## src/inc/fes_regs.svh

```systemverilog
`ifndef FES_REGS_SVH
`define FES_REGS_SVH

// Hard fault status field layout
`define FES_HF_W 2
`define FES_HF_VECTOR_BIT 0
`define FES_HF_ESCAL_BIT 1

// Bus fault status field layout
`define FES_BF_W 5
`define FES_BF_STACK_BIT 0
`define FES_BF_UNSTACK_BIT 1
`define FES_BF_FETCH_BIT 2
`define FES_BF_EXACT_BIT 3
`define FES_BF_DEFER_BIT 4

// Usage fault status field layout
`define FES_UF_W 6
`define FES_UF_COPROC_BIT 0
`define FES_UF_OPCODE_BIT 1
`define FES_UF_STATE_BIT 2
`define FES_UF_RETCODE_BIT 3
`define FES_UF_MISALIGN_BIT 4
`define FES_UF_DIVZERO_BIT 5

// Memory management fault status layout
`define FES_MF_W 1
`define FES_MF_ACCESS_BIT 0

// Widths
`define FES_ADDR_W 32
`define FES_CFG_PRIO_W 8
`define FES_PRIO_W 10

// Reset values
`define FES_HF_RST 2'h0
`define FES_BF_RST 5'h00
`define FES_UF_RST 6'h00
`define FES_MF_RST 1'h0
`define FES_ADDR_RST 32'h0000_0000

// Priority limits, lower number is more urgent
`define FES_PRIO_THREAD 10'h100
`define FES_PRIO_PMASK 10'h000
`define FES_PRIO_FMASK 10'h3FF

`endif

```

## src/inc/fes_pkg.sv

```systemverilog
package fes_pkg;

   // Signed execution priority: hard fault -1, NMI -2, thread above 255
   typedef logic signed [9:0] fes_prio_t;

   // Exception class, one-hot
   typedef enum logic [5:0] {
      FES_EXC_NONE  = 6'h01,
      FES_EXC_MM    = 6'h02,
      FES_EXC_BUS   = 6'h04,
      FES_EXC_USAGE = 6'h08,
      FES_EXC_HARD  = 6'h10,
      FES_EXC_NMI   = 6'h20
   } fes_exc_t;

   // Sleep controller states
   typedef enum logic [2:0] {
      FES_ST_RUN = 3'h1,
      FES_ST_WFI = 3'h2,
      FES_ST_WFE = 3'h4
   } fes_sleep_st_t;

endpackage

```

## src/core/fes_fault_status.sv

```systemverilog
`timescale 1ns/1ps
`default_nettype none
`include "fes_regs.svh"

module fes_fault_status
   import fes_pkg::*;
(
   input wire logic clk,
   input wire logic sys_rst,
   input wire logic [`FES_HF_W-1:0] hf_set,
   input wire logic [`FES_HF_W-1:0] hf_clr,
   input wire logic [`FES_BF_W-1:0] bf_set,
   input wire logic [`FES_BF_W-1:0] bf_clr,
   input wire logic [`FES_UF_W-1:0] uf_set,
   input wire logic [`FES_UF_W-1:0] uf_clr,
   input wire logic [`FES_MF_W-1:0] mf_set,
   input wire logic [`FES_MF_W-1:0] mf_clr,
   input wire logic bf_addr_load,
   input wire logic [`FES_ADDR_W-1:0] bf_addr_in,
   input wire logic mf_addr_load,
   input wire logic [`FES_ADDR_W-1:0] mf_addr_in,
   output logic [`FES_HF_W-1:0] hard_fault_status,
   output logic [`FES_BF_W-1:0] bus_fault_status,
   output logic [`FES_UF_W-1:0] usage_fault_status,
   output logic [`FES_MF_W-1:0] memmgmt_fault_status,
   output logic [`FES_ADDR_W-1:0] bus_fault_addr,
   output logic [`FES_ADDR_W-1:0] memmgmt_fault_addr
);

   // Sticky update; a set in the clear cycle wins so no event is lost
   function automatic logic [7:0] sticky(input logic [7:0] cur,
                                         input logic [7:0] set,
                                         input logic [7:0] clr);
      sticky = (cur & ~clr) | set;
   endfunction

   logic [7:0] hf_nxt;
   logic [7:0] bf_nxt;
   logic [7:0] uf_nxt;
   logic [7:0] mf_nxt;

   // Flags stay set until software clears them
   assign hf_nxt = sticky(8'(hard_fault_status), 8'(hf_set), 8'(hf_clr));
   assign bf_nxt = sticky(8'(bus_fault_status), 8'(bf_set), 8'(bf_clr));
   assign uf_nxt = sticky(8'(usage_fault_status), 8'(uf_set), 8'(uf_clr));
   assign mf_nxt = sticky(8'(memmgmt_fault_status), 8'(mf_set),
                          8'(mf_clr));

   // Status flag registers
   always_ff @(posedge clk) begin
      if (sys_rst) begin
         hard_fault_status <= `FES_HF_RST;
         bus_fault_status <= `FES_BF_RST;
         usage_fault_status <= `FES_UF_RST;
         memmgmt_fault_status <= `FES_MF_RST;
      end else begin
         hard_fault_status <= hf_nxt[`FES_HF_W-1:0];
         bus_fault_status <= bf_nxt[`FES_BF_W-1:0];
         usage_fault_status <= uf_nxt[`FES_UF_W-1:0];
         memmgmt_fault_status <= mf_nxt[`FES_MF_W-1:0];
      end
   end

   // Fault address capture, latest faulting access wins
   always_ff @(posedge clk) begin
      if (sys_rst) begin
         bus_fault_addr <= `FES_ADDR_RST;
         memmgmt_fault_addr <= `FES_ADDR_RST;
      end else begin
         if (bf_addr_load) begin
            bus_fault_addr <= bf_addr_in;
         end
         if (mf_addr_load) begin
            memmgmt_fault_addr <= mf_addr_in;
         end
      end
   end

endmodule
`default_nettype wire

```

## src/core/fes_sleep_ctrl.sv

```systemverilog
`timescale 1ns/1ps
`default_nettype none
`include "fes_regs.svh"

module fes_sleep_ctrl
   import fes_pkg::*;
(
   input wire logic clk,
   input wire logic sys_rst,
   input wire logic wfi_exec,
   input wire logic wfe_exec,
   input wire logic handler_exit_thread,
   input wire logic sleep_after_handler,
   input wire logic deep_sleep_select,
   input wire logic pending_wakes_event,
   input wire logic new_pend_irq,
   input wire logic ext_event,
   input wire logic entry_ok,
   input wire logic irq_wake_masked,
   input wire logic locked,
   output logic sleeping,
   output logic deep_sleep,
   output logic wfe_skip,
   output logic wake_pulse,
   output logic event_latch
);

   fes_sleep_st_t state_r;
   fes_sleep_st_t state_nxt;
   logic event_set;
   logic enter_wfi;
   logic enter_wfe;
   logic wake_wfi;
   logic wake_wfe;
   logic running;
   logic event_nxt;

   assign running = (state_r == FES_ST_RUN) && !locked;
   // Event sources; a new pend counts even if disabled
   assign event_set = ext_event || (pending_wakes_event && new_pend_irq);
   // Unconditional sleep, or sleep on handler exit
   assign enter_wfi = running &&
      (wfi_exec || (handler_exit_thread && sleep_after_handler));
   // Conditional sleep on an empty event latch
   assign enter_wfe = running && wfe_exec && !wfi_exec && !event_latch;
   assign wfe_skip = running && wfe_exec && !wfi_exec && event_latch;
   // Wakeup conditions
   assign wake_wfi = entry_ok || irq_wake_masked;
   assign wake_wfe = entry_ok || event_latch || event_set;
   assign wake_pulse = ((state_r == FES_ST_WFI) && wake_wfi) ||
                       ((state_r == FES_ST_WFE) && wake_wfe);
   assign sleeping = (state_r != FES_ST_RUN);

   // Next state
   always_comb begin
      state_nxt = state_r;
      unique case (state_r)
         FES_ST_RUN: begin
            if (enter_wfi) begin
               state_nxt = FES_ST_WFI;
            end else if (enter_wfe) begin
               state_nxt = FES_ST_WFE;
            end
         end
         FES_ST_WFI: begin
            if (wake_wfi) begin
               state_nxt = FES_ST_RUN;
            end
         end
         FES_ST_WFE: begin
            if (wake_wfe) begin
               state_nxt = FES_ST_RUN;
            end
         end
         default: begin
            state_nxt = FES_ST_RUN;
         end
      endcase
   end

   // Latch consumed by a skipping WAIT_EVENT_INSTR or by an event wake
   always_comb begin
      event_nxt = event_latch || event_set;
      if (wfe_skip && !event_set) begin
         event_nxt = 1'b0;
      end else if ((state_r == FES_ST_WFE) && wake_wfe && !entry_ok) begin
         event_nxt = 1'b0;
      end
   end

   // State, event latch and sleep depth
   always_ff @(posedge clk) begin
      if (sys_rst) begin
         state_r <= FES_ST_RUN;
         event_latch <= 1'b0;
         deep_sleep <= 1'b0;
      end else begin
         state_r <= state_nxt;
         event_latch <= event_nxt;
         if (enter_wfi || enter_wfe) begin
            deep_sleep <= deep_sleep_select;
         end else if (state_nxt == FES_ST_RUN) begin
            deep_sleep <= 1'b0;
         end
      end
   end

endmodule
`default_nettype wire

```

## src/core/fes_fault_ctrl.sv

```systemverilog
// Operation
// - Vector fetch bus error becomes hard fault and sets its flag
// - Any promotion of a configurable fault sets the escalated flag
// - Bus errors go to bus fault, one flag per error case
// - Usage faults set one flag per cause
// - Non-hard faults have programmable priority and enable each
// - A fault of the handler's own kind escalates to hard fault
// - Fault not above current priority escalates to hard fault
// - Fault whose handler is disabled escalates to hard fault
// - Stacking bus error entering bus fault handler does not escalate
// - Hard fault preempts all but reset, NMI and hard fault
// - Bus and memory management faults record the faulting address
// - Hard fault inside hard fault handler locks up until reset
// - Deep sleep select chooses the low-power mode at sleep entry
// - Wait-for-interrupt sleeps at once without any check
// - Wait-for-event sleeps if latch is 0, else clears and continues
// - With sleep after handler, handler exit to thread sleeps
// - Sleep ends on an exception with enough priority for entry
// - Interrupt mask set, fault mask clear: wake from wait-for-interrupt but defer handler
// - With pending wakes event, any new pend is an event
// - Enough priority means above every mask limit, else stays pending
`timescale 1ns/1ps
`default_nettype none
`include "fes_regs.svh"

module fes_fault_ctrl
   import fes_pkg::*;
(
   input wire logic clk,
   input wire logic sys_rst,
   // Fault events from pipeline and bus interface, one-cycle pulses
   input wire logic vec_fetch_err,
   input wire logic hard_fault_req,
   input wire logic bus_err_stack,
   input wire logic bus_err_unstack,
   input wire logic bus_err_fetch,
   input wire logic bus_err_exact,
   input wire logic bus_err_deferred,
   input wire logic bus_entry_stacking,
   input wire logic bus_addr_valid,
   input wire logic [`FES_ADDR_W-1:0] bus_addr,
   input wire logic mm_fault,
   input wire logic mm_addr_valid,
   input wire logic [`FES_ADDR_W-1:0] mm_addr,
   input wire logic use_no_coproc,
   input wire logic use_bad_opcode,
   input wire logic use_bad_state,
   input wire logic use_bad_return,
   input wire logic use_misaligned,
   input wire logic use_zero_divisor,
   // Fault handler priority and enable configuration
   input wire logic [`FES_CFG_PRIO_W-1:0] mm_prio,
   input wire logic [`FES_CFG_PRIO_W-1:0] bus_prio,
   input wire logic [`FES_CFG_PRIO_W-1:0] usage_prio,
   input wire logic mm_handler_en,
   input wire logic bus_handler_en,
   input wire logic usage_handler_en,
   // Execution context from the prioritiser
   input wire fes_exc_t cur_exc,
   input wire fes_prio_t cur_prio,
   input wire logic interrupt_mask_bit,
   input wire logic fault_mask_bit,
   input wire logic pend_valid,
   input wire fes_prio_t pend_prio,
   input wire logic pend_is_irq,
   input wire logic pend_irq_en,
   input wire logic new_pend_irq,
   input wire logic ext_event,
   // Sleep control
   input wire logic wfi_exec,
   input wire logic wfe_exec,
   input wire logic handler_exit_thread,
   input wire logic sleep_after_handler,
   input wire logic deep_sleep_select,
   input wire logic pending_wakes_event,
   // Software clears, write one to clear
   input wire logic [`FES_HF_W-1:0] hf_clr,
   input wire logic [`FES_BF_W-1:0] bf_clr,
   input wire logic [`FES_UF_W-1:0] uf_clr,
   input wire logic [`FES_MF_W-1:0] mf_clr,
   // Fault routing to the prioritiser
   output logic fault_route_valid,
   output fes_exc_t fault_route,
   output logic hard_preempt,
   output logic entry_ok,
   output logic irq_deferred,
   output logic lockup,
   output logic core_halt,
   // Status and sleep
   output logic [`FES_HF_W-1:0] hard_fault_status,
   output logic [`FES_BF_W-1:0] bus_fault_status,
   output logic [`FES_UF_W-1:0] usage_fault_status,
   output logic [`FES_MF_W-1:0] memmgmt_fault_status,
   output logic [`FES_ADDR_W-1:0] bus_fault_addr,
   output logic [`FES_ADDR_W-1:0] memmgmt_fault_addr,
   output logic sleeping,
   output logic deep_sleep,
   output logic wfe_skip,
   output logic wake_pulse,
   output logic event_latch
);

   // Configured priority on the signed scale
   function automatic fes_prio_t cfg_prio(
      input logic [`FES_CFG_PRIO_W-1:0] p);
      cfg_prio = fes_prio_t'({2'h0, p});
   endfunction

   // Smaller of two signed priorities
   function automatic fes_prio_t prio_min(input fes_prio_t a,
                                          input fes_prio_t b);
      prio_min = (a < b) ? a : b;
   endfunction

   // Escalation test for one fault class
   function automatic logic must_escalate(input logic en,
                                          input fes_exc_t kind,
                                          input fes_prio_t p,
                                          input fes_exc_t running,
                                          input fes_prio_t limit);
      logic disabled;
      logic same_kind;
      logic not_above;
      disabled = !en;
      same_kind = (running == kind);
      not_above = (p >= limit);
      must_escalate = disabled || same_kind || not_above;
   endfunction

   fes_prio_t eff_prio;
   fes_prio_t pm_limit;
   logic [`FES_BF_W-1:0] bf_ev;
   logic [`FES_UF_W-1:0] uf_ev;
   logic bus_any;
   logic usage_any;
   logic bus_stack_exempt;
   logic mm_esc;
   logic bus_esc;
   logic usage_esc;
   logic any_esc;
   logic hard_src;
   logic hard_in_hard;
   logic mm_route;
   logic bus_route;
   logic usage_route;
   logic route_any;
   fes_exc_t route_kind;
   logic [`FES_HF_W-1:0] hf_set;
   logic [`FES_BF_W-1:0] bf_set;
   logic [`FES_UF_W-1:0] uf_set;
   logic [`FES_MF_W-1:0] mf_set;
   logic irq_wake_masked;
   logic lockup_r;
   logic route_valid_r;
   fes_exc_t route_r;
   logic hard_preempt_r;

   // Limit from current level and masks
   assign pm_limit = interrupt_mask_bit ?
      prio_min(cur_prio, fes_prio_t'(`FES_PRIO_PMASK)) : cur_prio;
   assign eff_prio = fault_mask_bit ?
      prio_min(pm_limit, fes_prio_t'(`FES_PRIO_FMASK)) : pm_limit;

   // Exception entry needs priority above every mask limit
   assign entry_ok = pend_valid && (pend_prio < eff_prio);
   // Masked irq wakes from WFI sleep but is held back
   assign irq_wake_masked = interrupt_mask_bit && !fault_mask_bit &&
      pend_valid && pend_is_irq && pend_irq_en && (pend_prio < cur_prio);
   assign irq_deferred = irq_wake_masked && !entry_ok;

   // Event vectors in status field order
   assign bf_ev[`FES_BF_STACK_BIT] = bus_err_stack;
   assign bf_ev[`FES_BF_UNSTACK_BIT] = bus_err_unstack;
   assign bf_ev[`FES_BF_FETCH_BIT] = bus_err_fetch;
   assign bf_ev[`FES_BF_EXACT_BIT] = bus_err_exact;
   assign bf_ev[`FES_BF_DEFER_BIT] = bus_err_deferred;
   assign uf_ev[`FES_UF_COPROC_BIT] = use_no_coproc;
   assign uf_ev[`FES_UF_OPCODE_BIT] = use_bad_opcode;
   assign uf_ev[`FES_UF_STATE_BIT] = use_bad_state;
   assign uf_ev[`FES_UF_RETCODE_BIT] = use_bad_return;
   assign uf_ev[`FES_UF_MISALIGN_BIT] = use_misaligned;
   assign uf_ev[`FES_UF_DIVZERO_BIT] = use_zero_divisor;
   assign bus_any = |bf_ev;
   assign usage_any = |uf_ev;

   // Stacking error entering bus handler
   assign bus_stack_exempt = bus_err_stack && bus_entry_stacking &&
      !(bus_err_unstack || bus_err_fetch || bus_err_exact ||
        bus_err_deferred);

   // Escalation per class using the programmed priorities
   assign mm_esc = mm_fault && must_escalate(mm_handler_en, FES_EXC_MM,
      cfg_prio(mm_prio), cur_exc, eff_prio);
   assign bus_esc = bus_any && !bus_stack_exempt &&
      must_escalate(bus_handler_en, FES_EXC_BUS, cfg_prio(bus_prio),
                    cur_exc, eff_prio);
   assign usage_esc = usage_any && must_escalate(usage_handler_en,
      FES_EXC_USAGE, cfg_prio(usage_prio), cur_exc, eff_prio);
   assign any_esc = mm_esc || bus_esc || usage_esc;

   // Hard fault sources; vector fetch error is always hard
   assign hard_src = (vec_fetch_err || hard_fault_req || any_esc) &&
      !lockup_r;
   // Hard fault in hard handler locks
   assign hard_in_hard = hard_src && (cur_exc == FES_EXC_HARD);

   // Non-escalated faults go to their own handler
   assign mm_route = mm_fault && !mm_esc;
   assign bus_route = bus_any && !bus_esc;
   assign usage_route = usage_any && !usage_esc;
   assign route_any = !lockup_r && !hard_in_hard &&
      (hard_src || mm_route || bus_route || usage_route);

   // Hard first, then most urgent fault
   always_comb begin
      route_kind = FES_EXC_NONE;
      if (hard_src) begin
         route_kind = FES_EXC_HARD;
      end else if (mm_route && (!bus_route ||
                   cfg_prio(mm_prio) <= cfg_prio(bus_prio)) &&
                   (!usage_route ||
                   cfg_prio(mm_prio) <= cfg_prio(usage_prio))) begin
         route_kind = FES_EXC_MM;
      end else if (bus_route && (!usage_route ||
                   cfg_prio(bus_prio) <= cfg_prio(usage_prio))) begin
         route_kind = FES_EXC_BUS;
      end else if (usage_route) begin
         route_kind = FES_EXC_USAGE;
      end
   end

   // Status flag sets
   assign hf_set[`FES_HF_VECTOR_BIT] = vec_fetch_err;
   assign hf_set[`FES_HF_ESCAL_BIT] = any_esc;
   assign bf_set = bf_ev;
   assign uf_set = uf_ev;
   assign mf_set[`FES_MF_ACCESS_BIT] = mm_fault;

   // Sticky flags and fault address registers
   fes_fault_status u_status (
      .clk(clk),
      .sys_rst(sys_rst),
      .hf_set(hf_set),
      .hf_clr(hf_clr),
      .bf_set(bf_set),
      .bf_clr(bf_clr),
      .uf_set(uf_set),
      .uf_clr(uf_clr),
      .mf_set(mf_set),
      .mf_clr(mf_clr),
      .bf_addr_load(bus_any && bus_addr_valid),
      .bf_addr_in(bus_addr),
      .mf_addr_load(mm_fault && mm_addr_valid),
      .mf_addr_in(mm_addr),
      .hard_fault_status(hard_fault_status),
      .bus_fault_status(bus_fault_status),
      .usage_fault_status(usage_fault_status),
      .memmgmt_fault_status(memmgmt_fault_status),
      .bus_fault_addr(bus_fault_addr),
      .memmgmt_fault_addr(memmgmt_fault_addr)
   );

   // Sleep entry and wakeup
   fes_sleep_ctrl u_sleep (
      .clk(clk),
      .sys_rst(sys_rst),
      .wfi_exec(wfi_exec),
      .wfe_exec(wfe_exec),
      .handler_exit_thread(handler_exit_thread),
      .sleep_after_handler(sleep_after_handler),
      .deep_sleep_select(deep_sleep_select),
      .pending_wakes_event(pending_wakes_event),
      .new_pend_irq(new_pend_irq),
      .ext_event(ext_event),
      .entry_ok(entry_ok),
      .irq_wake_masked(irq_wake_masked),
      .locked(lockup_r),
      .sleeping(sleeping),
      .deep_sleep(deep_sleep),
      .wfe_skip(wfe_skip),
      .wake_pulse(wake_pulse),
      .event_latch(event_latch)
   );

   // Lockup holds until reset; nothing else clears it
   always_ff @(posedge clk) begin
      if (sys_rst) begin
         lockup_r <= 1'b0;
      end else if (hard_in_hard) begin
         lockup_r <= 1'b1;
      end
   end

   // Registered routing, one cycle per event
   always_ff @(posedge clk) begin
      if (sys_rst) begin
         route_valid_r <= 1'b0;
         route_r <= FES_EXC_NONE;
         hard_preempt_r <= 1'b0;
      end else begin
         route_valid_r <= route_any;
         route_r <= route_any ? route_kind : FES_EXC_NONE;
         // NMI, a running hard fault (which locks up instead) and reset hold off hard fault
         hard_preempt_r <= route_any && (route_kind == FES_EXC_HARD) &&
            (cur_exc != FES_EXC_NMI);
      end
   end

   assign fault_route_valid = route_valid_r;
   assign fault_route = route_r;
   assign hard_preempt = hard_preempt_r;
   assign lockup = lockup_r;
   // Lockup stops instruction execution, as does sleep
   assign core_halt = lockup_r || sleeping;

endmodule
`default_nettype wire

```

## config.mk

```make
export PLATFORM = sky130hd
export DESIGN_NAME = fes_fault_ctrl
export DESIGN_NICKNAME = d
export VERILOG_FILES = /design/src/inc/fes_pkg.sv /design/src/core/fes_fault_status.sv /design/src/core/fes_sleep_ctrl.sv /design/src/core/fes_fault_ctrl.sv
export VERILOG_INCLUDE_DIRS = /design/src /design/src/inc
export SDC_FILE = /design/constraint.sdc
export NUM_CORES = 1
export LEC_CHECK = 0
export BUFFER_PORTS_ARGS = -buffer_cell sky130_fd_sc_hd__buf_2
export CELL_PAD_IN_SITES_DETAIL_PLACEMENT = 0
export CELL_PAD_IN_SITES_GLOBAL_PLACEMENT = 1
export CORE_MARGIN = 4
export CORE_UTILIZATION = 34
export DETAILED_ROUTE_END_ITERATION = 7
export GPL_TIMING_DRIVEN = 0
export PLACE_DENSITY_LB_ADDON = 0.15
export SYNTH_ARGS = -nofsm -noshare
export SYNTH_HDL_FRONTEND = slang
export SYNTH_HIERARCHICAL = 1
export SYNTH_SLANG_ARGS = --single-unit
```

## constraint.sdc

```tcl
create_clock -name clk -period 4 [get_ports clk]
set_clock_uncertainty 0.15 [all_clocks]
set_input_delay 0.4 -clock clk [delete_from_list [all_inputs] [get_ports clk]]
set_output_delay 0.4 -clock clk [all_outputs]
set_load 0.02 [all_outputs]
```

==> impl_metrics.ini <==
[run_status]
outcome = complete, no violations

[place]
globalplace.congestion = 0.908
io_buffers = 255
dp_hpwl_mm = 14.5
dpl_worst_slack_ns = -0.474

[pwr]
p_leak_nw = 3.84
powerDensity_nw_per_um2 = 329
peakVddDrop_mv = 0.224

[cells_and_area]
seq_area_um2 = 1820
num-nets-final = 1091
nFillCells = 1589
drive_gt1_frac = 0.376
multi_input_area_um2 = 3280
utilization = 0.472
areaGrowthSynthToFinish_pct = 36.6

[yosys]
yosys_register_bits = 91
synth_nets = 821
synth_cell_types = 68
ys_seq_area_frac = 0.334
yosys.area.top_type_share = 0.334
synth_area_um2 = 5450
synth_cells = 595
synth_common_cells = 91 x dfxtp_1, 83 x nor2_1, 68 x mux2i_1
avgSynthCellArea_um2 = 9.15
synthFlopType = dfxtp_1
synth.most_common_cell = dfxtp_1
synth_edf_count = 0
synth_warnings = 6
synthArstFlopShare = 0
yosysTopAreaCell = dfxtp_1
yosys-top-cells-area = dfxtp_1 33%, ha_1 14%, mux2i_1 12%

[cts]
max-clock-path-buffers = 2
cts_tree = built
cts_hold_buf = 0
cts_sinks = 91
cts_buffers = 9
clk_pin_slew_ns = 0.07
htreeDepth = 3
root_buffer = clkbuf_16
insertion_delay_ns = 0.34

[routing]
route.detailed.drc = 0
ant_nets = 0
route.vias.total = 5113
initialDrtViolationCount = 158
wl_mm = 16.9
vias_per_cell = 4.70
wl_per_cell_um = 15.6
drt-pass1-iter-count = 4

[sta]
max_freq_ghz = 0.260
rsz0062_at_grt = true
worst_pin_slew_ns = 0.807
hold_viol = 0
period_needed_ns = 3.85
fin_crit_sh = 0.963
fin_setup_tns_ns = 0
max_slew_margin = 0.457
drv_slew = 0
setup_viol = 0
worst_slack_ns = 0.149

[die]
core_region_area_um2 = 15800
io_pins = 258
rows = 46
die_x_um = 135
die_area_um2 = 18100
fp.dieH_um = 135
start_util = 0.345

[worst_setup_path]
cp_max_fo = 10
crit_buf_inv = 3
required_ns = 3.45
crit_family = simple AND/OR/NAND/NOR gates
critPathMaxStageDelay_ns = 0.31
slowest_stage = ha_1
worstPathArrival_ns = 3.30
crit_chain = buf_2 -> nand4_1 -> nor4_2 -> ha_1 -> and2_4 -> buf_6 -> a21oi_4 -> ha_1 -> nand4_1 -> a21oi_2 -> a2bb2oi_2 -> mux2i_1 -> and2_4 -> nor2_1 -> a21oi_1 -> a21oi_1 -> nor2_1 -> buf_4
cp-end-kind = output port
crit_type = in2out
critPathLaunchType = input pin

[min_path]
hp-class = in2reg

[grt]
antenna_found_initial = 4
first_global_vias = 5210
gr-total-overflow = 0
grt_use_met1 = 0.221
busiest_layer = met2
track_usage = 0.183
grt_max_degree = 16
grt_util_met3 = 0.0514
grt_pass1_wl_mm = 26.5
met2_usage = 0.318

[flow_run]
maxCapViolations = 0
[path summary, 6_finish.rpt]
| check | startpoint | endpoint | slack, ns | cells past startpoint |
|---|---|---|---|---|
| worst max-delay path | cur_prio[2] | wake_pulse | 0.15 | 18 |
| worst min-delay path | mm_addr[28] | u_status/memmgmt_fault_addr[28] | 0.14 | 3 |
| worst max register to register | u_sleep/state_r[0] | u_sleep/state_r[2] | 2.35 | 5 |
| worst min register to register | u_status/bus_fault_status[0] | u_status/bus_fault_status[0] | 0.32 | 2 |
[power breakdown]
part,switching (mW),internal [mW],total (mW)
Sequential,0.0265,0.958,0.984
Clock,0.349,0.501,0.850
Combinational,0.339,0.274,0.613
Total,0.714,1.73,2.45
[flip-flops by register name (all words and copies together) (netlist names)]
register / cells
u_status/bus_fault_addr: 32
u_status/memmgmt_fault_addr: 32
u_status/usage_fault_status: 6
fault_route: 5
u_status/bus_fault_status: 5
u_sleep/state_r: 3
u_status/hard_fault_status: 2
fault_route_valid: 1
hard_preempt: 1
lockup: 1
u_sleep/deep_sleep: 1
u_sleep/event_latch: 1
u_status/memmgmt_fault_status: 1
[final cells by class]
type / count / area share
multi-input combinational: 430 / 0.440
clock inverter: 5 / 0.00807
timing repair buffer: 259 / 0.176
inverter: 50 / 0.0252
sequential: 91 / 0.245
tap: 216 / 0.0363
antenna: 3 / 0.00101
clock buffer: 10 / 0.0321
buffer: 24 / 0.0363
[worst min-delay path, cell delays in order]
cell,delay (ns)
buf_2,0.07
mux2i_1,0.05
nor2_1,0.07
[through the flow]
step           hold WS, ns  instance area, um^2  power [mW]  instances
6_report             0.141                 7440        2.45       1088
5_1_grt              0.151                 7440        2.59       1088
4_1_cts              0.128                 7390        2.47       1084
3_5_place_dp         0.312                 6990        1.59       1066
3_3_place_gp         0.306                 6990        1.58       1066
2_1_floorplan        0.315                 5450        1.36        595
[logic make-up after synthesis]
| kind of cell | synth area share |
|---|---|
| xor gates and xnor gates | 0.00161 |
| adders and majority gates | 0.145 |
| muxes | 0.128 |
| DFF | 0.334 |
| and+or+nand+nor | 0.173 |
| buffers and inverters | 0.0825 |
| AOI/OAI and AO/OA | 0.135 |
| other | 0.000689 |
[cell usage in the layout (no fill, tap or decap), types with 9 or more instances in the layout]
master	count
nor2_1	83
nand4_1	11
o21ai_0	12
mux2i_1	68
ha_1	62
a21oi_1	38
dfxtp_1	91
buf_2	257
inv_1	50
nand2b_1	24
a21o_1	10
clkbuf_16	9
buf_6	9
nand2_1	15
[metal layers]
layer / routed length (um) / up-vias
li1: - / 2638
met1: 7260 / 2284
met2: 8060 / 168
met3: 1290 / 21
met4: 329 / 2
met5: 7 / -
[repair_timing]
| action | CTS | global route |
|---|---|---|
| resized for setup | 19 | 10 |
| setup buffers | 3 | 1 |
| hold endpoints to repair | 0 | 0 |
| setup endpoints to repair | 4 | 5 |
| pin swaps | 5 | 8 |
No activity file was read; power rests on OpenSTA's default activity.
